`src/verilog/fio_image_cfg.svh`:
```
// Purpose: offsets, field positions, reset values and timing counts of the io image
// Assumes: 32-bit AXI4-Lite data, 8-bit byte addresses
// Notes: definitions only
`ifndef FIO_IMAGE_CFG_SVH
`define FIO_IMAGE_CFG_SVH

`define FIO_AXI_AW 8
`define FIO_OFS_STATUS_WORD 8'h00
`define FIO_OFS_IN_IMAGE 8'h04
`define FIO_OFS_OUT_IMAGE 8'h08
`define FIO_OFS_FS_BEHAV 8'h0C
`define FIO_OFS_FS_PATTERN 8'h10
`define FIO_OFS_DIAG_STORE 8'h14
`define FIO_OFS_IRQ_STATUS 8'h18
`define FIO_OFS_IRQ_MASK 8'h1C
`define FIO_OFS_CTRL 8'h20
`define FIO_OFS_SYS_STATE 8'h24
`define FIO_OFS_PD_SEL 8'h28
`define FIO_OFS_PD_DATA 8'h2C
`define FIO_OFS_PD_LEN 8'h30

`define FIO_RESP_OKAY 2'h0
`define FIO_RESP_SLVERR 2'h2

`define FIO_FS_CLEAR 2'h0
`define FIO_FS_SET 2'h1
`define FIO_FS_HOLD 2'h2
`define FIO_FS_SUBST 2'h3
`define FIO_FS_BEHAV_RST 2'h0
`define FIO_FS_PATTERN_RST 16'h0000
`define FIO_CTRL_RST 1'h1

`define FIO_SLOT_IM 4'h0
`define FIO_SLOT_STATUS 4'h1
`define FIO_SLOT_IO 4'h2
`define FIO_STATUS_BYTES 8'h04
`define FIO_IO_IN_BYTES 8'h01
`define FIO_IM_LAST 4'h4
`define FIO_IM_EMPTY 32'h20202020
`define FIO_IM_VERSION 16'h0101

`define FIO_DIAG_N 7
`define FIO_GROUP_SIZE 4
`define FIO_DT_OVERTEMP 4'h1
`define FIO_DT_US_SURGE 4'h2
`define FIO_DT_US_OVERLOAD 4'h3
`define FIO_DT_UA_SURGE 4'h4
`define FIO_DT_UA_UNDER 4'h5
`define FIO_DT_OUT_FAULT 4'h6

`define FIO_IRQ_N 4
`define FIO_IRQ_ALARM_IN 0
`define FIO_IRQ_ALARM_OUT 1
`define FIO_IRQ_FS_ENTER 2
`define FIO_IRQ_OPERATIONAL 3

`define FIO_CLK_MHZ 200
`define FIO_QUICK_BOOT_MS 500
`define FIO_NORMAL_BOOT_MS 1000
`define FIO_BOOT_CW 28

`endif

```
`src/verilog/fio_image_pkg.sv`:
```
// Purpose: types shared by the io image design
// Assumes: nothing beyond the cfg header
// Notes: types only
package fio_image_pkg;
  typedef enum logic [1:0] {OWN_NONE, OWN_A, OWN_B} fio_owner_t;
endpackage : fio_image_pkg

```
`src/verilog/fio_sync.sv`:
```
// Purpose: two-flop synchroniser for pin inputs
// Assumes: inputs are quasi-static levels
// Notes: first stage is read only by the second
`timescale 1ns/1ps
module fio_sync #(
  parameter int W = 8
) (
  input wire logic aclk,
  input wire logic aresetn,
  input wire logic [W-1:0] d,
  output logic [W-1:0] q
);
  logic [W-1:0] meta_q;

  always_ff @(posedge aclk) begin
    if (!aresetn) begin
      meta_q <= '0;
      q <= '0;
    end else begin
      meta_q <= d;
      q <= meta_q;
    end
  end
endmodule : fio_sync

```
`src/verilog/fio_image.sv`:
```
// Purpose: process-data image, failsafe outputs and diagnostics of a fieldbus io device
// Assumes: controller-side signals are on aclk; fault and input pins are asynchronous
// Notes: registers over AXI4-Lite
// Function
// - slot 1 status: four input bytes; slot 2 io
// - status word bits 0-5 refreshed every cycle
// - input n+1 packed into in bit n
// - out bit n drives output n+1
// - failsafe: clear, set, hold or pattern
// - pattern 0..65535, used only in pattern mode
// - store entry, incoming alarm on new entry
// - outgoing alarm when an entry clears
// - station fault lit while any entry stored
// - diagnostics for supply, temperature, output faults
// - channel diagnostics reported per four channels
// - two readers; one writer: first connected once operational, A if both are connected
// - quick boot: operational within 500 ms
// - records 0-4 readable through slot 0
//
// The placing of the registers and the AXI4-Lite interface to the registers were chosen for this implementation.
`timescale 1ns/1ps
`include "fio_image_cfg.svh"
module fio_image
  import fio_image_pkg::*;
#(
  parameter int unsigned QUICK_BOOT_CYCLES = `FIO_QUICK_BOOT_MS * `FIO_CLK_MHZ * 1000 - 1,
  parameter int unsigned NORMAL_BOOT_CYCLES = `FIO_NORMAL_BOOT_MS * `FIO_CLK_MHZ * 1000,
  parameter logic [15:0] IM_MAKER_ID = 16'h0000 // arbitrary value
) (
  input wire logic aclk,
  input wire logic aresetn,
  input wire logic [`FIO_AXI_AW-1:0] s_axi_awaddr,
  input wire logic s_axi_awvalid,
  output logic s_axi_awready,
  input wire logic [31:0] s_axi_wdata,
  input wire logic [3:0] s_axi_wstrb,
  input wire logic s_axi_wvalid,
  output logic s_axi_wready,
  output logic [1:0] s_axi_bresp,
  output logic s_axi_bvalid,
  input wire logic s_axi_bready,
  input wire logic [`FIO_AXI_AW-1:0] s_axi_araddr,
  input wire logic s_axi_arvalid,
  output logic s_axi_arready,
  output logic [31:0] s_axi_rdata,
  output logic [1:0] s_axi_rresp,
  output logic s_axi_rvalid,
  input wire logic s_axi_rready,
  input wire logic [7:0] digital_input_channel,
  input wire logic [7:0] out_short_pin,
  input wire logic [7:0] out_overload_pin,
  input wire logic ua_short_pin,
  input wire logic ua_under_pin,
  input wire logic ua_surge_pin,
  input wire logic el_overload_pin,
  input wire logic el_under_pin,
  input wire logic us_surge_pin,
  input wire logic us_overload_pin,
  input wire logic overtemp_pin,
  input wire logic ctrl_a_conn,
  input wire logic ctrl_b_conn,
  input wire logic ctrl_a_out_valid,
  input wire logic [7:0] ctrl_a_out_data,
  input wire logic ctrl_b_out_valid,
  input wire logic [7:0] ctrl_b_out_data,
  output logic [7:0] digital_output,
  output logic station_fault_indicator,
  output logic alarm_valid,
  output logic alarm_incoming,
  output logic [3:0] alarm_type,
  output logic [3:0] alarm_slot,
  output logic [1:0] alarm_group,
  output logic irq
);

  ////////////////////////////////////////////////////////////////////////////
  logic [7:0] din_s, osc_s, oov_s, sup_s;

  fio_sync #(.W(32)) u_sync (
    .aclk(aclk),
    .aresetn(aresetn),
    .d({digital_input_channel, out_short_pin, out_overload_pin, ua_short_pin, ua_under_pin,
        ua_surge_pin, el_overload_pin, el_under_pin, us_surge_pin, us_overload_pin, overtemp_pin}),
    .q({din_s, osc_s, oov_s, sup_s})
  );

  logic [31:0] status_word_q;
  logic [7:0] in_image_q;

  always_ff @(posedge aclk) begin
    if (!aresetn) begin
      status_word_q <= 32'h0000_0000;
      in_image_q <= 8'h00;
    end else begin
      status_word_q <= {26'h0, sup_s[3], sup_s[4], sup_s[6], sup_s[7], |oov_s, |osc_s};
      in_image_q <= din_s;
    end
  end

  ////////////////////////////////////////////////////////////////////////////
  // register file and bus slave
  logic awready_q, wready_q, aw_full_q, w_full_q, bvalid_q, arready_q, rvalid_q;
  logic [1:0] bresp_q, rresp_q;
  logic [31:0] rdata_q, wdata_q, rd_data;
  logic [3:0] wstrb_q;
  logic [`FIO_AXI_AW-1:0] awaddr_q;
  logic [1:0] fs_behav_q;
  logic [15:0] fs_pattern_q;
  logic [`FIO_IRQ_N-1:0] irq_stat_q, irq_mask_q, irq_ev;
  logic quick_boot_feature_q;
  logic [7:0] pd_sel_q;
  logic rd_ok;
  logic do_write;
  logic [31:0] wmask;

  assign do_write = aw_full_q && w_full_q && !bvalid_q;
  assign wmask = {{8{wstrb_q[3]}}, {8{wstrb_q[2]}}, {8{wstrb_q[1]}}, {8{wstrb_q[0]}}};

  always_ff @(posedge aclk) begin
    if (!aresetn) begin
      awready_q <= 1'b0;
      wready_q <= 1'b0;
      aw_full_q <= 1'b0;
      w_full_q <= 1'b0;
      awaddr_q <= '0;
      wdata_q <= 32'h0000_0000;
      wstrb_q <= 4'h0;
    end else begin
      if (s_axi_awvalid && awready_q) begin
        awready_q <= 1'b0;
        aw_full_q <= 1'b1;
        awaddr_q <= s_axi_awaddr;
      end else if (do_write) begin
        aw_full_q <= 1'b0;
      end else if (!aw_full_q && !bvalid_q) begin
        awready_q <= 1'b1;
      end
      if (s_axi_wvalid && wready_q) begin
        wready_q <= 1'b0;
        w_full_q <= 1'b1;
        wdata_q <= s_axi_wdata;
        wstrb_q <= s_axi_wstrb;
      end else if (do_write) begin
        w_full_q <= 1'b0;
      end else if (!w_full_q && !bvalid_q) begin
        wready_q <= 1'b1;
      end
    end
  end

  always_ff @(posedge aclk) begin
    if (!aresetn) begin
      bvalid_q <= 1'b0;
      bresp_q <= `FIO_RESP_OKAY;
    end else if (do_write) begin
      bvalid_q <= 1'b1;
      case (awaddr_q)
        `FIO_OFS_FS_BEHAV, `FIO_OFS_FS_PATTERN, `FIO_OFS_IRQ_STATUS, `FIO_OFS_IRQ_MASK,
        `FIO_OFS_CTRL, `FIO_OFS_PD_SEL: bresp_q <= `FIO_RESP_OKAY;
        `FIO_OFS_STATUS_WORD, `FIO_OFS_IN_IMAGE, `FIO_OFS_OUT_IMAGE, `FIO_OFS_DIAG_STORE,
        `FIO_OFS_SYS_STATE, `FIO_OFS_PD_DATA, `FIO_OFS_PD_LEN: bresp_q <= `FIO_RESP_OKAY;
        default: bresp_q <= `FIO_RESP_SLVERR;
      endcase
    end else if (bvalid_q && s_axi_bready) begin
      bvalid_q <= 1'b0;
    end
  end

  // software-writable configuration; read-only offsets silently ignore writes
  always_ff @(posedge aclk) begin
    if (!aresetn) begin
      fs_behav_q <= `FIO_FS_BEHAV_RST;
      fs_pattern_q <= `FIO_FS_PATTERN_RST;
      irq_mask_q <= '0;
      quick_boot_feature_q <= `FIO_CTRL_RST;
      pd_sel_q <= 8'h00;
    end else if (do_write) begin
      case (awaddr_q)
        `FIO_OFS_FS_BEHAV: fs_behav_q <= (wdata_q[1:0] & wmask[1:0]) | (fs_behav_q & ~wmask[1:0]);
        `FIO_OFS_FS_PATTERN: fs_pattern_q <= (wdata_q[15:0] & wmask[15:0]) | (fs_pattern_q & ~wmask[15:0]);
        `FIO_OFS_IRQ_MASK: irq_mask_q <= (wdata_q[`FIO_IRQ_N-1:0] & wmask[`FIO_IRQ_N-1:0])
                                         | (irq_mask_q & ~wmask[`FIO_IRQ_N-1:0]);
        `FIO_OFS_CTRL: quick_boot_feature_q <= wmask[0] ? wdata_q[0] : quick_boot_feature_q;
        `FIO_OFS_PD_SEL: pd_sel_q <= (wdata_q[7:0] & wmask[7:0]) | (pd_sel_q & ~wmask[7:0]);
        default: ;
      endcase
    end
  end

  // sticky events, write one to clear; a new event wins over the clear
  always_ff @(posedge aclk) begin
    if (!aresetn) begin
      irq_stat_q <= '0;
      irq <= 1'b0;
    end else begin
      if (do_write && awaddr_q == `FIO_OFS_IRQ_STATUS) begin
        irq_stat_q <= (irq_stat_q & ~(wdata_q[`FIO_IRQ_N-1:0] & wmask[`FIO_IRQ_N-1:0])) | irq_ev;
      end else begin
        irq_stat_q <= irq_stat_q | irq_ev;
      end
      irq <= |(irq_stat_q & irq_mask_q);
    end
  end

  ////////////////////////////////////////////////////////////////////////////
  // connection ownership, failsafe and boot
  fio_owner_t owner_q;
  logic failsafe_q, operational_q, op_prev_q, fs_prev_q;
  logic [`FIO_BOOT_CW-1:0] boot_cnt_q, boot_limit;
  logic [7:0] out_q;
  logic owner_lost, owner_valid;
  logic [7:0] owner_data;

  assign boot_limit = quick_boot_feature_q ? `FIO_BOOT_CW'(QUICK_BOOT_CYCLES) : `FIO_BOOT_CW'(NORMAL_BOOT_CYCLES);
  assign owner_lost = (owner_q == OWN_A && !ctrl_a_conn) || (owner_q == OWN_B && !ctrl_b_conn);
  assign owner_valid = (owner_q == OWN_A && ctrl_a_out_valid) || (owner_q == OWN_B && ctrl_b_out_valid);
  assign owner_data = (owner_q == OWN_B) ? ctrl_b_out_data : ctrl_a_out_data;

  always_ff @(posedge aclk) begin
    if (!aresetn) begin
      boot_cnt_q <= '0;
      operational_q <= 1'b0;
    end else if (!operational_q) begin
      if (boot_cnt_q >= boot_limit) begin
        operational_q <= 1'b1;
      end else begin
        boot_cnt_q <= boot_cnt_q + 1'b1;
      end
    end
  end

  // both controllers may read; once operational the first connected owns the outputs, A if both are connected
  always_ff @(posedge aclk) begin
    if (!aresetn) begin
      owner_q <= OWN_NONE;
    end else begin
      case (owner_q)
        OWN_NONE: begin
          if (operational_q && ctrl_a_conn) begin
            owner_q <= OWN_A;
          end else if (operational_q && ctrl_b_conn) begin
            owner_q <= OWN_B;
          end
        end
        OWN_A, OWN_B: begin
          if (owner_lost) begin
            owner_q <= OWN_NONE;
          end
        end
        default: owner_q <= OWN_NONE;
      endcase
    end
  end

  always_ff @(posedge aclk) begin
    if (!aresetn) begin
      failsafe_q <= 1'b1;
    end else if (owner_q == OWN_NONE || owner_lost) begin
      failsafe_q <= 1'b1;
    end else if (owner_valid) begin
      failsafe_q <= 1'b0;
    end
  end

  always_ff @(posedge aclk) begin
    if (!aresetn) begin
      out_q <= 8'h00;
    end else if (owner_valid && !owner_lost) begin
      out_q <= owner_data;
    end else if (failsafe_q) begin
      case (fs_behav_q)
        `FIO_FS_CLEAR: out_q <= 8'h00;
        `FIO_FS_SET: out_q <= 8'hFF;
        `FIO_FS_HOLD: out_q <= out_q;
        `FIO_FS_SUBST: out_q <= fs_pattern_q[7:0];
        default: out_q <= 8'h00;
      endcase
    end
  end

  assign digital_output = out_q;

  ////////////////////////////////////////////////////////////////////////////
  // diagnostic store; one alarm per cycle, lowest index first
  logic [`FIO_DIAG_N-1:0] diag_now, diag_q, diag_diff;
  logic [2:0] pick;
  logic found;

  always_comb begin
    diag_now = {|(osc_s[7:4] | oov_s[7:4]), |(osc_s[3:0] | oov_s[3:0]),
                sup_s[6], sup_s[5], sup_s[1], sup_s[2], sup_s[0]};
    diag_diff = diag_now ^ diag_q;
    pick = 3'h0;
    found = 1'b0;
    for (int i = 0; i < `FIO_DIAG_N; i++) begin
      if (diag_diff[i] && !found) begin
        pick = 3'(i);
        found = 1'b1;
      end
    end
  end

  always_ff @(posedge aclk) begin
    if (!aresetn) begin
      diag_q <= '0;
      alarm_valid <= 1'b0;
      alarm_incoming <= 1'b0;
      alarm_type <= 4'h0;
      alarm_slot <= 4'h0;
      alarm_group <= 2'h0;
      station_fault_indicator <= 1'b0;
    end else begin
      alarm_valid <= found;
      station_fault_indicator <= |diag_q;
      if (found) begin
        diag_q[pick] <= diag_now[pick];
        alarm_incoming <= diag_now[pick];
        alarm_slot <= (pick >= 3'h5) ? `FIO_SLOT_IO : `FIO_SLOT_IM;
        alarm_group <= (pick == 3'h6) ? 2'h1 : 2'h0;
        case (pick)
          3'h0: alarm_type <= `FIO_DT_OVERTEMP;
          3'h1: alarm_type <= `FIO_DT_US_SURGE;
          3'h2: alarm_type <= `FIO_DT_US_OVERLOAD;
          3'h3: alarm_type <= `FIO_DT_UA_SURGE;
          3'h4: alarm_type <= `FIO_DT_UA_UNDER;
          default: alarm_type <= `FIO_DT_OUT_FAULT;
        endcase
      end
    end
  end

  always_ff @(posedge aclk) begin
    if (!aresetn) begin
      op_prev_q <= 1'b0;
      fs_prev_q <= 1'b1;
    end else begin
      op_prev_q <= operational_q;
      fs_prev_q <= failsafe_q;
    end
  end

  always_comb begin
    irq_ev = '0;
    irq_ev[`FIO_IRQ_ALARM_IN] = alarm_valid && alarm_incoming;
    irq_ev[`FIO_IRQ_ALARM_OUT] = alarm_valid && !alarm_incoming;
    irq_ev[`FIO_IRQ_FS_ENTER] = failsafe_q && !fs_prev_q;
    irq_ev[`FIO_IRQ_OPERATIONAL] = operational_q && !op_prev_q;
  end

  ////////////////////////////////////////////////////////////////////////////
  // read side; the slot window serves status, io image and records
  always_comb begin
    rd_ok = 1'b1;
    rd_data = 32'h0000_0000;
    case (s_axi_araddr)
      `FIO_OFS_STATUS_WORD: rd_data = status_word_q;
      `FIO_OFS_IN_IMAGE: rd_data = {24'h0, in_image_q};
      `FIO_OFS_OUT_IMAGE: rd_data = {24'h0, out_q};
      `FIO_OFS_FS_BEHAV: rd_data = {30'h0, fs_behav_q};
      `FIO_OFS_FS_PATTERN: rd_data = {16'h0, fs_pattern_q};
      `FIO_OFS_DIAG_STORE: rd_data = {25'h0, diag_q};
      `FIO_OFS_IRQ_STATUS: rd_data = {28'h0, irq_stat_q};
      `FIO_OFS_IRQ_MASK: rd_data = {28'h0, irq_mask_q};
      `FIO_OFS_CTRL: rd_data = {31'h0, quick_boot_feature_q};
      `FIO_OFS_SYS_STATE: rd_data = {26'h0, owner_q, ctrl_b_conn, ctrl_a_conn, failsafe_q, operational_q};
      `FIO_OFS_PD_SEL: rd_data = {24'h0, pd_sel_q};
      `FIO_OFS_PD_DATA: begin
        case (pd_sel_q[3:0])
          `FIO_SLOT_STATUS: rd_data = status_word_q;
          `FIO_SLOT_IO: rd_data = {24'h0, in_image_q};
          `FIO_SLOT_IM: begin
            if (pd_sel_q[7:4] == 4'h0) begin
              rd_data = {IM_MAKER_ID, `FIO_IM_VERSION};
            end else if (pd_sel_q[7:4] <= `FIO_IM_LAST) begin
              rd_data = `FIO_IM_EMPTY;
            end
          end
          default: rd_data = 32'h0000_0000;
        endcase
      end
      `FIO_OFS_PD_LEN: begin
        case (pd_sel_q[3:0])
          `FIO_SLOT_STATUS: rd_data = {24'h0, `FIO_STATUS_BYTES};
          `FIO_SLOT_IO: rd_data = {24'h0, `FIO_IO_IN_BYTES};
          default: rd_data = 32'h0000_0000;
        endcase
      end
      default: rd_ok = 1'b0;
    endcase
  end

  always_ff @(posedge aclk) begin
    if (!aresetn) begin
      arready_q <= 1'b0;
      rvalid_q <= 1'b0;
      rdata_q <= 32'h0000_0000;
      rresp_q <= `FIO_RESP_OKAY;
    end else if (s_axi_arvalid && arready_q) begin
      arready_q <= 1'b0;
      rvalid_q <= 1'b1;
      rdata_q <= rd_data;
      rresp_q <= rd_ok ? `FIO_RESP_OKAY : `FIO_RESP_SLVERR;
    end else if (rvalid_q && s_axi_rready) begin
      rvalid_q <= 1'b0;
    end else if (!rvalid_q) begin
      arready_q <= 1'b1;
    end
  end

  assign s_axi_awready = awready_q;
  assign s_axi_wready = wready_q;
  assign s_axi_bvalid = bvalid_q;
  assign s_axi_bresp = bresp_q;
  assign s_axi_arready = arready_q;
  assign s_axi_rvalid = rvalid_q;
  assign s_axi_rdata = rdata_q;
  assign s_axi_rresp = rresp_q;
endmodule : fio_image

```
`config.mk`:
```
export PLATFORM = sky130hd
export DESIGN_NAME = fio_image
export DESIGN_NICKNAME = d
export VERILOG_FILES = /design/src/verilog/fio_image_pkg.sv /design/src/verilog/fio_sync.sv /design/src/verilog/fio_image.sv
export VERILOG_INCLUDE_DIRS = /design/src /design/src/verilog
export SDC_FILE = /design/constraint.sdc
export NUM_CORES = 1
export LEC_CHECK = 0
export BUFFER_PORTS_ARGS = -buffer_cell sky130_fd_sc_hd__buf_2
export CORE_UTILIZATION = 55
export CTS_CLUSTER_SIZE = 10
export DETAILED_ROUTE_END_ITERATION = 8
export PLACE_DENSITY_LB_ADDON = 0.25
export SYNTH_ARGS = -nofsm -noshare
export SYNTH_HDL_FRONTEND = slang
export SYNTH_SLANG_ARGS = --single-unit
```
`constraint.sdc`:
```
create_clock -name aclk -period 3.24 [get_ports aclk]
set_clock_uncertainty 0.05 [all_clocks]
set_input_delay 0.162 -clock aclk [delete_from_list [all_inputs] [get_ports aclk]]
set_output_delay 0.162 -clock aclk [all_outputs]
set_load 0.005 [all_outputs]
```
Yosys cells after proc, flatten, opt, wreduce, memory -nomap -nowiden
Memories as Yosys holds them, arrays and structs flattened. A register that Yosys moved wholly into a read port is not among the register bits.
Cells that the tools add are included.
{"block": "word_totals", "register_bits": 271, "romBits": 64, "input_bits": 111, "out_inout_bits": 63, "wordCells": 240, "n_memories": 1}
{"block": "op_classes", "add_sub_neg": 1, "magnitude_cmp": 5, "n_eq_ne": 33, "muxes": 50, "bitwise_logic": 30, "n_reduce_logical": 81}
{"name": "(no name shown)", "depth": 64, "word_bits": 1, "read_ports": 1, "rd_clocked_by_memory_dff": 1, "wr": 0, "line": "fio_image.sv:157", "text": "case (awaddr_q)"}
{"operator": "one-hot mux 32 bit (13 select lines)", "count": 1}
{"operator": "one-hot mux 32 bit (3 select lines)", "count": 1}
{"operator": "2-to-1 mux 30 bit", "count": 2}
{"operator": "== test 8 x 5 -> 1 bit (second input constant)", "count": 7}
{"operator": "== test 8 x 6 -> 1 bit (second input constant)", "count": 7}
{"operator": "bitwise AND 16 bit", "count": 2}
{"operator": "adder 28 x 1 -> 28 bit (second input constant)", "count": 1}
{"operator": ">= comparator 28 bit", "count": 1}
{"operator": "logical AND 1 bit", "count": 28}
{"operator": "2-to-1 mux 28 bit", "count": 1}
{"operator": "== test 8 x 4 -> 1 bit (second input constant)", "count": 3}
{"operator": "2-to-1 mux 8 bit", "count": 3}
{"operator": "one-hot mux 8 bit (3 select lines)", "count": 1}
{"operator": "2-to-1 mux 1 bit", "count": 21}
{"operator": "bitwise OR 4 bit", "count": 5}
{"operator": "AND reduction 2 bit", "count": 10}
{"operator": "bitwise AND 4 bit", "count": 4}
{"operator": "bitwise AND 8 bit", "count": 2}
{"operator": "inverter 16 bit", "count": 1}
{"operator": "bitwise OR 16 bit", "count": 1}
{"operator": "OR reduction 8 bit", "count": 2}
{"operator": "logical NOT 1 bit", "count": 15}
{"operator": "2-to-1 mux 3 bit", "count": 5}
{"operator": "one-hot mux 3 bit (5 select lines)", "count": 1}
{"operator": "other kinds (41)", "count": 75}

Logic depth before layout (Yosys ltp)
Gate-level depths: netlist (run 1).
{"block": "depth", "ltp_word": 27, "ltp_mapped": 12, "depth_no_buf": 10}

By module
From an unflattened synthesis (run 1), not the netlist that was laid out.
{"block": "unflattened", "cells_unflattened": 1069, "hier_area_um2": 9579.2}
{"mod": "fio_image", "instances": 1, "cells_each": 935, "area_per_inst_um2": 7787.5, "seq_area_each_um2": 3203.1}
{"mod": "fio_sync", "instances": 1, "cells_each": 134, "area_per_inst_um2": 1791.7, "seq_area_each_um2": 1281.2}

Least setup slack after synthesis (run 1)
Ideal clock, no wire load.
{"block": "synth_timing", "path_kind": "flip-flop to flip-flop", "startpoint": "register quick_boot_feature_q", "endpoint": "register boot_cnt_q[27]", "setup_time_ns": 0.070, "arrival_time_ns": 2.841, "path_slack_ns": 0.278, "path_stages_with_launch": 12, "period_less_slack_ns": 2.962, "path_cell_list": "dfxtp_1 -> inv_1 -> ha_1 -> a211oi_1 -> nand2_1 -> a211oi_1 -> o21ai_0 -> a21oi_1 -> o21ai_1 -> clkbuf_1 -> or4_1 -> a21oi_1"}
{"block": "synth_between", "elab_chain_cells": 4}
{"item": "start: declaration", "line": "fio_image.sv:110", "text": "logic quick_boot_feature_q;"}
{"item": "start signal: assignment", "line": "fio_image.sv:175", "text": "quick_boot_feature_q <= `FIO_CTRL_RST;"}
{"item": "start signal: assignment", "line": "fio_image.sv:183", "text": "`FIO_OFS_CTRL: quick_boot_feature_q <= wmask[0] ? wdata_q[0] : quick_boot_feature_q;"}
{"item": "2-to-1 mux 28 bit", "line": "fio_image.sv:214", "text": "assign boot_limit = quick_boot_feature_q ? `FIO_BOOT_CW'(QUICK_BOOT_CYCLES) : `FIO_BOOT_CW'(NORMAL_BOOT_CYCLES ..."}
{"item": ">= comparator 28 bit", "line": "fio_image.sv:224", "text": "if (boot_cnt_q >= boot_limit) begin"}
{"item": "inverter 1 bit (no line)"}
{"item": "AND reduction 2 bit (no line)"}
{"item": "end signal: assignment", "line": "fio_image.sv:227", "text": "boot_cnt_q <= boot_cnt_q + 1'b1;"}
{"item": "end: declaration", "line": "fio_image.sv:209", "text": "logic [`FIO_BOOT_CW-1:0] boot_cnt_q, boot_limit;"}
Every way passes these cells.
A chain may end at the register's enable or synchronous reset.

Final worst setup path (run 1)
{"block": "layout_timing", "startpoint": "register quick_boot_feature_q", "endpoint": "register boot_cnt_q[9]"}
Same word-level chain as after synthesis.

==> results.env, run 1 <==
DRT-TOTAL-WL_UM=23300
GRT_MAX_DEGREE=106
CORE_UM2=16700
WIRE_LENGTH_OF_THE_FIRST_GLOBAL_ROUTING_PASS_UM=38000
R2R.WORST_PATH.CELLS=12
TOTALPOWERFINAL_mW=6.03
DIE_AREA_UM2=17700
SWITCHING_POWER_mW=1.40
YOSYS_WARNINGS=0
MAX_CAP_VIOL_COUNT=0
WORST_SLACK_NS=0.366
RSZ0062_AT_GRT='false'
FIRST_PASS_ITERS=6
SYNTH_EDF_COUNT=0
HOLD_VIOL_FINAL=0
OUTCOME='completed'
CRIT_FANOUT=19
CTS_NUM_SINKS=224
LAYOUT.AREA.SEQ_UM2=4480
VIAS=8269
ROUTE.DETAILED.DRC=0
FLOORPLAN.IO_PINS=174
WL_PER_CELL_UM=15.6
POST_SYNTHESIS_MEAN_INSTANCE_AREA_UM2=8.97
GROUTE.USAGE.OVERALL_PCT=26.5
SLEW_VIOL_FINAL=0
TIMING.FINAL.CRIT_SHARE_PCT=88.7
ACHIEVABLE-FREQUENCY_GHz=0.348
POWER_FRAC_SEQ_PCT=48.9
HOLD_CLASS='input pin to register'
WORSTPATHARRIVAL_NS=3.26
POWER.COMBINATIONAL.FRACTION_PCT=9.8
FINAL.MIN_CLOCK_PERIOD_NS=2.87
CTSROOTBUFFERMASTER='sky130_fd_sc_hd__clkbuf_16'
GP_CONGESTION=0.915
BUFFER_PORTS.INSERTED=134
CRITICAL_PATH.SLOWEST_CELL='sky130_fd_sc_hd__or4_1'
CELLINTERNALPOWER_mW=4.63
ANTENNA_LEFT=0
GLOBALROUTE.TOTALOVERFLOW=0
DP_HPWL_UM=14700
SYN-CELL-AREA_UM2=9450
NFILLCELLS=1320
POST-CTS-SETUP-BUFFER-COUNT=0
CP.BUFFERS_INVERTERS=3
WORST_HOLD_STARTPOINT='ctrl_b_out_data[6]'
VIAS_IN_THE_FIRST_GLOBAL_ROUTE=7747
VDD_DROP_MAX_mV=0.493
SYNTHESIS.INSTANCES=1054
DIE_W_UM=133
CLOCK_LATENCY_NS=0.52
STATIC-LEAKAGE-POWER_nW=4.75
POST_ROUTE_CELLS_DRIVE_ABOVE_1_SHARE_PCT=16.0
INITIAL_UTILIZATION_PCT=56.6
NUMBER_OF_ANTENNA_VIOLATIONS_AT_THE_FIRST_CHECK_IN_GLOBAL_ROUTING=2
TIMING.CRITICAL_PATH.FROM_TYPE='register'
SLEW_OF_THE_PIN_WITH_THE_LOWEST_SLEW_MARGIN_NS=0.821
ENDPOINT_OF_THE_WORST_HOLD_TIMING_PATH='digital_output[6]$_SDFFE_PN0P_'
TRITONCTS='done'
SYNTH-ASYNC-RESET-RATIO_PCT=0
CRIT-REG2REG-LAUNCH='quick_boot_feature_q$_SDFFE_PN1P_'
FINAL_DESIGN_UTILIZATION_PCT=70.7
PRIMARY_FF_MASTER_SYNTH='sky130_fd_sc_hd__dfxtp_1'
BUFFER_LEVELS_ON_THE_LONGEST_CLOCK_PATH=3
WHS_PATH_DEPTH=5
CRITICAL_PATH.CELL_CHAIN='inv_1 -> buf_4 -> ha_1 -> a211oi_1 -> nand2_1 -> a211oi_1 -> o21ai_0 -> a21oi_2 -> o21ai_1 -> buf_4 -> or4_1 -> a21oi_1'
FIN_SETUP_TNS_NS=0
P_PER_AREA_nW_PER_UM2=511
POSTSYNTHREGISTERBITS=224
FINALSETUPVIOLATIONS=0
SLEW_HEADROOM_PCT=45.3
NNETSFINAL=1401
DP_SLACK_NS=0.307
REGTOREGENDPOINT='boot_cnt_q[9]$_SDFFE_PN0P_'
SORT_OF_ELEMENT_AT_THE_END_OF_THE_CRITICAL_PATH='register'
MULTIINPUTGATEAREA_UM2=4600
POWER.SWITCHING_FRACTION_PCT=23.3
SEQ_AREA_FRAC_SYNTH_PCT=47.5
WORSTSETUPPATHTYPE='register to register'
TIMING.CRITICAL_PATH.MAX_DELAY_FAMILY='compound AO/OA/AOI/OAI gates'
CTS_INSERTED_BUFFERS=26
REG2REG_SETUP_SLACK_NS=0.37
ROUTE.DETAILED.VIAS_PER_INST=5.54
P_CLK_SHARE_PCT=41.4
DIE_Y_UM=133
FLOW.AREA_GROWTH_FROM_SYNTHESIS_PCT=24.9
PLACEMENT_ROWS=47
CRITPATHREQUIREDTIME_NS=3.63
CLK_TRANSITION_REPORTED_PATHS_NS=0.06
DRT_INITIAL_VIOLATIONS=632
HTREEDEPTH=1
CRIT_PATH_MAX_INCR_DELAY_NS=0.50
SYNTHDISTINCTLIBCELLS=75
worst register-to-register path, stage by stage (launching register included):
cell and delay (ns):
sky130_fd_sc_hd__dfxtp_1 0.32, sky130_fd_sc_hd__inv_1 0.12, sky130_fd_sc_hd__buf_4 0.20, sky130_fd_sc_hd__ha_1 0.19, sky130_fd_sc_hd__a211oi_1 0.26, sky130_fd_sc_hd__nand2_1 0.09, sky130_fd_sc_hd__a211oi_1 0.20, sky130_fd_sc_hd__o21ai_0 0.14
sky130_fd_sc_hd__a21oi_2 0.22, sky130_fd_sc_hd__o21ai_1 0.12, sky130_fd_sc_hd__buf_4 0.21, sky130_fd_sc_hd__or4_1 0.51, sky130_fd_sc_hd__a21oi_1 0.15
per-layer routing:
metal	global-route usage [%]	part of all wire [%]	up-vias
met2	45.8	48	277
met1	33.5	43	3859
met3	4.94	6.7	37
met5	0	0	-
met4	7.60	1.9	0
li1	-	-	4096
cells by family (layout without fill, tap and decap cells):
group	Yosys count	count (layout)	synth area share (%)
muxes	49	49	5.23
DFF	224	224	47.5
buffers and inverters	94	291	4.67
xor gates and xnor gates	11	11	1.10
and+or+nand+nor	429	429	22.8
adders and majority gates	21	21	2.78
other	1	22	0.0397
AOI/OAI and AO/OA	225	225	15.9
synthesized netlist by cell type (3+ instances only):
cell,instances,share of area [%]
sky130_fd_sc_hd__a211oi_1,4,0.32
sky130_fd_sc_hd__a21o_1,4,0.32
sky130_fd_sc_hd__a21oi_1,87,4.6
sky130_fd_sc_hd__a221o_1,3,0.32
sky130_fd_sc_hd__a221oi_1,14,1.3
sky130_fd_sc_hd__a222oi_1,4,0.42
sky130_fd_sc_hd__a22oi_1,21,1.7
sky130_fd_sc_hd__a31oi_1,7,0.46
sky130_fd_sc_hd__and2_1,85,5.6
sky130_fd_sc_hd__buf_4,23,1.8
sky130_fd_sc_hd__clkbuf_1,41,1.6
sky130_fd_sc_hd__dfxtp_1,224,47
sky130_fd_sc_hd__ha_1,21,2.8
sky130_fd_sc_hd__inv_1,27,1.1
sky130_fd_sc_hd__mux2_2,3,0.36
sky130_fd_sc_hd__mux2i_1,46,4.9
sky130_fd_sc_hd__nand2_1,100,4.0
sky130_fd_sc_hd__nand2b_1,9,0.60
sky130_fd_sc_hd__nand3_1,29,1.5
sky130_fd_sc_hd__nand3b_1,6,0.48
sky130_fd_sc_hd__nand4_1,10,0.66
sky130_fd_sc_hd__nor2_1,115,4.6
sky130_fd_sc_hd__nor2b_1,8,0.53
sky130_fd_sc_hd__nor3_1,19,1.0
sky130_fd_sc_hd__nor3b_1,3,0.24
sky130_fd_sc_hd__nor4_1,7,0.46
sky130_fd_sc_hd__o211ai_1,7,0.56
sky130_fd_sc_hd__o21a_1,4,0.32
sky130_fd_sc_hd__o21ai_0,21,1.1
sky130_fd_sc_hd__o21ai_1,8,0.42
sky130_fd_sc_hd__o22ai_1,4,0.26
sky130_fd_sc_hd__o31ai_1,11,0.87
sky130_fd_sc_hd__or3_1,8,0.53
sky130_fd_sc_hd__or4_1,13,1.0
sky130_fd_sc_hd__xnor2_1,6,0.56
sky130_fd_sc_hd__xor2_1,4,0.37
worst max path at each step:
stage / from / to / cells after the start
after global placement: quick_boot_feature_q$_SDFFE_PN1P_ / boot_cnt_q[21]$_SDFFE_PN0P_ / 12
after detailed placement: quick_boot_feature_q$_SDFFE_PN1P_ / boot_cnt_q[9]$_SDFFE_PN0P_ / 12
after global routing: quick_boot_feature_q$_SDFFE_PN1P_ / boot_cnt_q[9]$_SDFFE_PN0P_ / 12
after floorplan: quick_boot_feature_q$_SDFFE_PN1P_ / boot_cnt_q[27]$_SDFFE_PN0P_ / 11
final: quick_boot_feature_q$_SDFFE_PN1P_ / boot_cnt_q[9]$_SDFFE_PN0P_ / 12
after CTS: quick_boot_feature_q$_SDFFE_PN1P_ / boot_cnt_q[9]$_SDFFE_PN0P_ / 12
through the flow:
stage / hold slack, ns / instances / instance area [µm²]
floorplan: 0.239 / 1074 / 9530
global placement: 0.318 / 1378 / 10300
detailed placement: 0.320 / 1378 / 10300
CTS: 0.00340 / 1491 / 11800
global route: 0.0442 / 1492 / 11800
finish: 0.0165 / 1492 / 11800
power by group through the flow:
| stage | Sequential [mW] | Combinational, mW | Clock (mW) |
|---|---|---|---|
| global placement | 3.00 | 0.495 | 0 |
| floorplan | 2.98 | 0.361 | 0 |
| finish | 2.95 | 0.588 | 2.49 |
| detailed placement | 3.00 | 0.500 | 0 |
| global route | 2.96 | 0.648 | 2.66 |
| CTS | 2.95 | 0.581 | 2.54 |
cells in the final DEF (no fill, tap or decap), types with 4 or more instances in the layout:
cell type and count:
sky130_fd_sc_hd__xnor2_1 6, sky130_fd_sc_hd__nand3_1 29, sky130_fd_sc_hd__xor2_1 4, sky130_fd_sc_hd__a21oi_1 86, sky130_fd_sc_hd__a211oi_1 4, sky130_fd_sc_hd__dlygate4sd3_1 83, sky130_fd_sc_hd__nor3_1 19, sky130_fd_sc_hd__a21o_1 4
sky130_fd_sc_hd__nand4_1 10, sky130_fd_sc_hd__inv_1 27, sky130_fd_sc_hd__conb_1 21, sky130_fd_sc_hd__and2_1 85, sky130_fd_sc_hd__nand3b_1 6, sky130_fd_sc_hd__o21ai_1 8, sky130_fd_sc_hd__a222oi_1 4, sky130_fd_sc_hd__or4_1 13
sky130_fd_sc_hd__dfxtp_1 224, sky130_fd_sc_hd__a22oi_1 21, sky130_fd_sc_hd__o211ai_1 7, sky130_fd_sc_hd__o22ai_1 4, sky130_fd_sc_hd__nand2b_1 9, sky130_fd_sc_hd__o31ai_1 11, sky130_fd_sc_hd__a221oi_1 14, sky130_fd_sc_hd__clkbuf_16 27
sky130_fd_sc_hd__or3_1 8, sky130_fd_sc_hd__ha_1 21, sky130_fd_sc_hd__nor4_1 7, sky130_fd_sc_hd__a31oi_1 7, sky130_fd_sc_hd__buf_2 134, sky130_fd_sc_hd__nor2_1 115, sky130_fd_sc_hd__o21ai_0 21, sky130_fd_sc_hd__mux2i_1 46
sky130_fd_sc_hd__nand2_1 100, sky130_fd_sc_hd__o21a_1 4, sky130_fd_sc_hd__nor2b_1 8, sky130_fd_sc_hd__buf_4 15
area by class of cell:
cell class                      instances  area share (%)
Antenna cell                            1          0.0212
Clock buffer                           29            5.87
Clock inverter                          1          0.0424
Inverter                               28           0.901
Multi-Input combinational cell        756            39.0
Sequential cell                       224            38.0
Tap cell                              220            2.33
Timing Repair Buffer                  233            13.8
repair_timing:
item	4_1_cts	5_1_grt
hold endpoints to repair	71	0
gates resized for setup	0	1
setup endpoints to repair	0	5
hold buffers	83	0
Note: power is estimated with default switching activity, not from simulation.
==> inputs of run 2 (changes only) <==
Settings changed: CORE_UTILIZATION 55 to 50, HOLD_SLACK_MARGIN from default to 0.06, PLACE_DENSITY_LB_ADDON 0.25 to 0.3.
Clock period 3.24 ns to 2.45 ns, I/O delays scaled along.
==> results.env, run 2 (same netlist as run 1, synthesis figures left out) <==
OUTCOME='finished, violations left'
FAILED_CHECKS='negative setup slack'
VIAS=8668  # +4.8%
SLEW_VIOL_FINAL=0  # unchanged
FINAL.MIN_CLOCK_PERIOD_NS=2.63  # -0.242 ns
POWER.SWITCHING_FRACTION_PCT=23.7  # +0.37 points
DIE_W_UM=139  # +4.8%
CTSROOTBUFFERMASTER='sky130_fd_sc_hd__clkbuf_16'
TRITONCTS='done'
CTS_INSERTED_BUFFERS=26  # unchanged
DP_HPWL_UM=15900  # +8.0%
PLACED_CELLS=1426  # +3.5%
WIRE_LENGTH_OF_THE_FIRST_GLOBAL_ROUTING_PASS_UM=41600  # +9.4%
R2R.WORST_PATH.CELLS=11  # -1
STATIC-LEAKAGE-POWER_nW=5.21  # +9.7%
FIRST_PASS_ITERS=6  # unchanged
CLOCK_LATENCY_NS=0.52  # about the same
GROUTE.USAGE.OVERALL_PCT=26.3  # -0.18 points
FINALSETUPVIOLATIONS=27  # +27
PLACEMENT_ROWS=49  # +4.3%
DIE_AREA_UM2=19500  # +9.8%
WORST_SLACK_NS=-0.181  # -0.548 ns
GP_CONGESTION=0.926  # +1.2%
FIN_SETUP_TNS_NS=-2.52  # -2.52 ns
WORST_SETUP_PATH_STARTPOINT='quick_boot_feature_q$_SDFFE_PN1P_'
GRT_MAX_DEGREE=106  # unchanged
WHS_PATH_DEPTH=5  # unchanged
WL_PER_CELL_UM=16.5  # +5.8%
LAYOUT.CELLS.MOST_COMMON='sky130_fd_sc_hd__dfxtp_1'
LAYOUT_COMMON_CELLS='sky130_fd_sc_hd__dfxtp_1, sky130_fd_sc_hd__buf_2, sky130_fd_sc_hd__nor2_1'
GLOBALROUTE.TOTALOVERFLOW=0  # unchanged
VDD_DROP_MAX_mV=0.586  # +19%
CRITPATHREQUIREDTIME_NS=2.85  # -0.78 ns
CRIT-REG2REG-LAUNCH='quick_boot_feature_q$_SDFFE_PN1P_'
TIMING.CRITICAL_PATH.FROM_TYPE='register'
BUFFER_LEVELS_ON_THE_LONGEST_CLOCK_PATH=3  # unchanged
MAX_CAP_VIOL_COUNT=0  # unchanged
WORST_HOLD_STARTPOINT='s_axi_araddr[4]'
SLEW_HEADROOM_PCT=44.0  # -1.2 points
CLK_TRANSITION_REPORTED_PATHS_NS=0.06  # about the same
ACHIEVABLE-FREQUENCY_GHz=0.380  # +9.2%
CTS_NUM_SINKS=224  # unchanged
SORT_OF_ELEMENT_AT_THE_END_OF_THE_CRITICAL_PATH='register'
TIMING.FINAL.CRIT_SHARE_PCT=107  # +19 points
CORE_UM2=18300  # +9.4%
HTREEDEPTH=1  # unchanged
POST_ROUTE_CELLS_DRIVE_ABOVE_1_SHARE_PCT=23.9  # +8.0 points
BUFFER_PORTS.INSERTED=134  # unchanged
NFILLCELLS=1373  # +4.0%
DIE_Y_UM=139  # +4.8%
NNETSFINAL=1481  # +5.7%
SLEW_OF_THE_PIN_WITH_THE_LOWEST_SLEW_MARGIN_NS=0.839  # +0.0184 ns
FLOW.AREA_GROWTH_FROM_SYNTHESIS_PCT=36.7
ROUTE.DETAILED.VIAS_PER_INST=5.48  # -1.2%
FIN_HOLD_WS_NS=0.120  # +0.103 ns
DRT_INITIAL_VIOLATIONS=625  # -1.1%
RSZ0062_AT_GRT='true'
NUMBER_OF_ANTENNA_VIOLATIONS_AT_THE_FIRST_CHECK_IN_GLOBAL_ROUTING=1  # -1
WORSTPATHARRIVAL_NS=3.03  # -0.23 ns
DP_SLACK_NS=-0.156  # -0.463 ns
WORSTSETUPPATHTYPE='register to register'
CELLINTERNALPOWER_mW=6.27  # +36%
ROUTE.DETAILED.DRC=0  # unchanged
HOLD_CLASS='input pin to register'
POWER_FRAC_SEQ_PCT=47.3  # -1.6 points
DRT-TOTAL-WL_UM=26200  # +12%
SWITCHING_POWER_mW=1.94  # +38%
HOLD_VIOL_FINAL=0  # unchanged
P_PER_AREA_nW_PER_UM2=636  # +24%
ANTENNA_LEFT=0  # unchanged
CRIT_FANOUT=7  # -12
FIN_CELLS=1583  # +6.1%
INITIAL_UTILIZATION_PCT=51.7  # -4.9 points
POWER.COMBINATIONAL.FRACTION_PCT=11.8  # +2.0 points
VIAS_IN_THE_FIRST_GLOBAL_ROUTE=8523  # +10%
FLOORPLAN.IO_PINS=174  # unchanged
P_CLK_SHARE_PCT=40.9  # -0.5 points
-- run 2: repair_timing --
item,in CTS,in global routing
endpoints found under the setup margin,24,34
setup buffers,17,10
pin swaps,37,34
hold buffers,101,0
gates resized for setup,27,50
gates cloned,3,0
endpoints found under the hold margin,83,0
-- run 2: final cells by class --
class                           count  area, µm²  area share (%)
Antenna cell                        1       2.50          0.0194
Clock buffer                       32        714            5.53
Inverter                           28        114           0.882
Multi-Input combinational cell    756       4960            38.4
Sequential cell                   224       4490            34.8
Tap cell                          229        287            2.22
Timing Repair Buffer              312       2340            18.1
Timing Repair inverter              1       6.26          0.0484
-- run 2: critical path, stage by stage (launching register included) --
cell	delay (ns)
sky130_fd_sc_hd__dfxtp_4	0.45
sky130_fd_sc_hd__inv_8	0.07
sky130_fd_sc_hd__ha_4	0.24
sky130_fd_sc_hd__a211oi_2	0.20
sky130_fd_sc_hd__nand2_1	0.10
sky130_fd_sc_hd__a211oi_2	0.22
sky130_fd_sc_hd__o21ai_1	0.11
sky130_fd_sc_hd__a21oi_2	0.15
sky130_fd_sc_hd__o211ai_1	0.20
sky130_fd_sc_hd__clkbuf_16	0.21
sky130_fd_sc_hd__or4_4	0.41
sky130_fd_sc_hd__a21oi_2	0.14
-- run 2: path summary, 6_finish.rpt --
| path | endpoint | slack [ns] |
|---|---|---|
| worst min-delay path | s_axi_rdata[2]$_SDFFE_PN0P_ | 0.12 |
| worst max-delay path | boot_cnt_q[10]$_SDFFE_PN0P_ | -0.18 |
| worst max register to register | boot_cnt_q[10]$_SDFFE_PN0P_ | -0.18 |
| worst min register to register | u_sync.q[21]$_SDFF_PN0_ | 0.38 |
-- run 2: layer usage --
layer,vias up,GRT usage [%],wire length [µm]
met5,-,0,0
li1,4256,-,-
met3,62,3.85,1550
met4,0,8.65,607
met2,287,46.3,12900
met1,4063,32.9,11100
-- run 2: power by group through the flow --
stage	clock network [mW]	registers (mW)	logic, mW
3_5_place_dp	0	3.96	0.719
5_1_grt	3.56	3.90	1.06
4_1_cts	3.42	3.89	0.893
2_1_floorplan	0	3.94	0.478
6_report	3.36	3.89	0.969
3_3_place_gp	0	3.96	0.708
-- run 2: through the flow --
stage,area (µm²),power [mW],utilization (%)
6_report,12900,8.22,70.7
5_1_grt,12900,8.52,70.7
3_3_place_gp,10600,4.67,58.3
3_5_place_dp,10600,4.68,58.3
2_1_floorplan,9590,4.42,-
4_1_cts,12700,8.19,69.3
==> inputs of run 3 (changes only) <==
--- a/config.mk
+++ b/config.mk
@@ -7,10 +7,12 @@
 export NUM_CORES = 1
 export LEC_CHECK = 0
+export ABC_AREA = 1
 export BUFFER_PORTS_ARGS = -buffer_cell sky130_fd_sc_hd__buf_2
-export CORE_UTILIZATION = 50
+export CORE_UTILIZATION = 51
 export CTS_CLUSTER_SIZE = 10
 export DETAILED_ROUTE_END_ITERATION = 8
 export HOLD_SLACK_MARGIN = 0.06
 export PLACE_DENSITY_LB_ADDON = 0.3
+export SKIP_CTS_REPAIR_TIMING = 1
 export SYNTH_ARGS = -nofsm -noshare
 export SYNTH_HDL_FRONTEND = slang
--- a/constraint.sdc
+++ b/constraint.sdc
@@ -3,3 +3,3 @@
 set_input_delay 0.1225 -clock aclk [delete_from_list [all_inputs] [get_ports aclk]]
 set_output_delay 0.1225 -clock aclk [all_outputs]
-set_load 0.005 [all_outputs]
+set_load 0.01 [all_outputs]
==> results.env, run 3 <==
POST_SYNTH_MUX_AREA_SHARE_PCT=0  # -5.2 points
POST_SYNTHESIS_MEAN_INSTANCE_AREA_UM2=7.27  # -19%
YOSYS-TOP-CELLS-AREA='sky130_fd_sc_hd__dfxtp_1, sky130_fd_sc_hd__nand2_1, sky130_fd_sc_hd__inv_1'
RSZ0062_AT_GRT='false'
ACHIEVABLE-FREQUENCY_GHz=0.434  # +14%
SYNTHDISTINCTLIBCELLS=51  # -32%
FIRST_PASS_ITERS=5  # -1
GP_CONGESTION=0.934  # +0.78%
DRT-TOTAL-WL_UM=27400  # +4.5%
ANTENNA_CELLS_INSERTED=0  # -1
P_PER_AREA_nW_PER_UM2=685  # +7.8%
SYN-CELL-AREA_UM2=10200  # +8.2%
POWER.COMBINATIONAL.FRACTION_PCT=15.0  # +3.2 points
POST_SYNTH_MOST_FREQUENT_CELLS='sky130_fd_sc_hd__nand2_1, sky130_fd_sc_hd__dfxtp_1, sky130_fd_sc_hd__inv_1, sky130_fd_sc_hd__a21oi_1, sky130_fd_sc_hd__nor2_1'
NNETSFINAL=1755  # +19%
GRT_MAX_DEGREE=70  # -34%
YOSYS_WARNINGS=0  # unchanged
POWER_FRAC_SEQ_PCT=45.8  # -1.5 points
CRIT_FANOUT=13  # +6
GLOBALROUTE.TOTALOVERFLOW=0  # unchanged
CTS_INSERTED_BUFFERS=27  # +3.8%
FINAL.MIN_CLOCK_PERIOD_NS=2.30  # -0.328 ns
ROUTE.DETAILED.DRC=0  # unchanged
SLEW_VIOL_FINAL=0  # unchanged
SWITCHING_POWER_mW=2.35  # +21%
INITIAL_UTILIZATION_PCT=52.4  # +0.63 points
CLK_TRANSITION_REPORTED_PATHS_NS=0.06  # about the same
LAYOUT_COMMON_CELLS='sky130_fd_sc_hd__nand2_1, sky130_fd_sc_hd__dfxtp_1, sky130_fd_sc_hd__inv_1'
WL_PER_CELL_UM=14.5  # -13%
CELLINTERNALPOWER_mW=6.34  # +1.0%
POST_SYNTH_FA_HA_MAJ_AREA_FRACTION_PCT=2.57  # -0.21 points
SYNTH-ASYNC-RESET-RATIO_PCT=0  # unchanged
VDD_DROP_MAX_mV=0.557  # -5.0%
MULTIINPUTGATEAREA_UM2=4620  # -6.9%
HTREEDEPTH=1  # unchanged
OUTCOME='completed'
HOLD_VIOL_FINAL=0  # unchanged
SEQ_AREA_FRAC_SYNTH_PCT=43.9  # -3.6 points
CTS_NUM_SINKS=224  # unchanged
CRITPATHREQUIREDTIME_NS=2.81  # -0.04 ns
HOLD_CLASS='input pin to register'
TOTALPOWERFINAL_mW=8.69  # +5.7%
FLOW.AREA_GROWTH_FROM_SYNTHESIS_PCT=24.0
ANTENNA_LEFT=0  # unchanged
SLEW_OF_THE_PIN_WITH_THE_LOWEST_SLEW_MARGIN_NS=0.621  # -0.218 ns
VIAS=9687  # +12%
LAYOUT.AREA.SEQ_UM2=4490  # about the same
PRIMARY_FF_MASTER_SYNTH='sky130_fd_sc_hd__dfxtp_1'
YOSYS.AREA.TOP_TYPE='sky130_fd_sc_hd__dfxtp_1'
POSTSYNTHREGISTERBITS=224  # unchanged
SYNTH_COMPOUND_GATE_AREA_SHARE_PCT=14.5  # -1.4 points
WIRE_LENGTH_OF_THE_FIRST_GLOBAL_ROUTING_PASS_UM=41100  # -1.0%
P_CLK_SHARE_PCT=39.2  # -1.7 points
SORT_OF_ELEMENT_AT_THE_END_OF_THE_CRITICAL_PATH='register'
DRT_INITIAL_VIOLATIONS=623  # -0.32%
FINALSETUPVIOLATIONS=0  # -100%
DP_HPWL_UM=18600  # +17%
VIAS_IN_THE_FIRST_GLOBAL_ROUTE=8260  # -3.1%
POWER.SWITCHING_FRACTION_PCT=27.1  # +3.4 points
DIE_W_UM=144  # +2.9%
POST_ROUTE_CELLS_DRIVE_ABOVE_1_SHARE_PCT=15.6  # -8.4 points
SYNTH_EDF_COUNT=0  # unchanged
PLACEMENT_ROWS=51  # +4.1%
DIE_AREA_UM2=20600  # +6.0%
LARGEST_FAMILY_OF_LOGIC_CELLS_BY_SYNTHESIZED_AREA='simple AND/OR/NAND/NOR gates'
LAYOUT.CELLS.MOST_COMMON='sky130_fd_sc_hd__nand2_1'
BUFFER_LEVELS_ON_THE_LONGEST_CLOCK_PATH=3  # unchanged
STATIC-LEAKAGE-POWER_nW=5.87  # +13%
TIMING.FINAL.CRIT_SHARE_PCT=94.0  # -13 points
TRITONCTS='done'
SLEW_HEADROOM_PCT=58.6  # +15 points
GROUTE.USAGE.OVERALL_PCT=25.0  # -1.3 points
CLOCK_LATENCY_NS=0.52  # about the same
FLOORPLAN.IO_PINS=174  # unchanged
FIN_SETUP_TNS_NS=0  # +2.52 ns
WORSTPATHARRIVAL_NS=2.67  # -0.36 ns
SYNTH_XOR_AREA_SHARE_PCT=1.97  # +0.87 points
MAX_CAP_VIOL_COUNT=0  # unchanged
CORE_UM2=19500  # +6.9%
SYNTH.TOP_CELL.AREA_SHARE_PCT=43.9  # -3.6 points
SYNTHMOSTINSTANTIATEDCELL='sky130_fd_sc_hd__nand2_1'
ROUTE.DETAILED.VIAS_PER_INST=5.11  # -6.6%
DIE_Y_UM=144  # +2.9%
TIMING.CRITICAL_PATH.FROM_TYPE='register'
NUMBER_OF_ANTENNA_VIOLATIONS_AT_THE_FIRST_CHECK_IN_GLOBAL_ROUTING=0  # -1
WORSTSETUPPATHTYPE='register to register'
CTSROOTBUFFERMASTER='sky130_fd_sc_hd__clkbuf_16'
NFILLCELLS=1706  # +24%
BUFFER_PORTS.INSERTED=134  # unchanged
SYNTH_SIMPLE_GATE_AREA_SHARE_PCT=25.4  # +2.5 points
SYNTHESIS.INSTANCES=1407  # +33%
## run 3: cell count changes after synthesis, sizes merged, moves of 21 or more
cell | previous run | this run
nand2 | 100 | 319
inv | 27 | 209
and2 | 87 | 1
o21ai | 30 | 106
a21oi | 87 | 133
mux2i | 46 | 0
nand4 | 10 | 45
a22oi | 22 | 1
## run 3: logic make-up (layout without fill, tap and decap cells)
group                    Yosys count  count (layout)
adder cells (fa/ha/maj)           21              21
XOR/XNOR                          23              23
buffers and inverters            282             484
flip-flops                       224             224
other                              1              21
AO/OA/AOI/OAI                    275             275
AND/OR/NAND/NOR                  581             581
## run 3: worst paths after layout
path	start	to	slack [ns]	cells after the start
setup / recovery	quick_boot_feature_q$_SDFFE_PN1P_	boot_cnt_q[4]$_SDFFE_PN0P_	0.15	11
setup reg to reg	quick_boot_feature_q$_SDFFE_PN1P_	boot_cnt_q[4]$_SDFFE_PN0P_	0.15	11
hold / removal	ctrl_a_out_data[1]	digital_output[1]$_SDFFE_PN0P_	0.002	5
hold reg to reg	u_sync.meta_q[19]$_SDFF_PN0_	u_sync.q[19]$_SDFF_PN0_	0.35	2
## run 3: final cells by class
type                       count  share of cell area (%)
multi-input combinational    921                    36.5
sequential                   224                    35.4
timing repair buffer         237                    13.5
inverter                     212                    6.31
clock buffer                  32                    5.56
tap                          265                    2.62
clock inverter                 3                   0.178
## run 3: layer usage
metal	share of wire [%]	up-vias	track usage, %
met3	6.4	42	3.40
li1	-	4898	-
met5	0	-	0
met1	46	4421	35.1
met2	46	326	40.7
met4	1.6	0	5.49
## run 3: critical path, cell delays in order (launching register included)
cell and delay [ns]:
sky130_fd_sc_hd__dfxtp_2 0.35, sky130_fd_sc_hd__clkinvlp_4 0.12, sky130_fd_sc_hd__buf_2 0.19, sky130_fd_sc_hd__ha_1 0.33
sky130_fd_sc_hd__a21o_1 0.18, sky130_fd_sc_hd__nand4_1 0.06, sky130_fd_sc_hd__a21oi_1 0.07, sky130_fd_sc_hd__nor2_1 0.22
sky130_fd_sc_hd__nand4_4 0.20, sky130_fd_sc_hd__clkbuf_16 0.23, sky130_fd_sc_hd__o21ai_1 0.15, sky130_fd_sc_hd__nor2_1 0.06
## run 3: power groups by stage
stage | combinational [mW] | clock [mW] | sequential (mW)
2_1_floorplan | 0.854 | 0 | 4.04
3_3_place_gp | 1.17 | 0 | 4.05
3_5_place_dp | 1.18 | 0 | 4.06
4_1_cts | 1.19 | 3.46 | 3.98
5_1_grt | 1.45 | 3.64 | 4.00
6_report | 1.30 | 3.40 | 3.98
## run 3: through the flow
step	utilization [%]	setup WS (ns)	area, µm²	hold WS (ns)	instances
floorplan	-	0.258	10300	0.170	1427
global placement	56.8	0.287	11100	0.251	1777
detailed placement	56.8	0.208	11100	0.257	1777
CTS	60.6	0.197	11800	-0.281	1812
global route	64.9	0.00678	12700	0.0601	1894
finish	64.9	0.147	12700	0.00157	1894
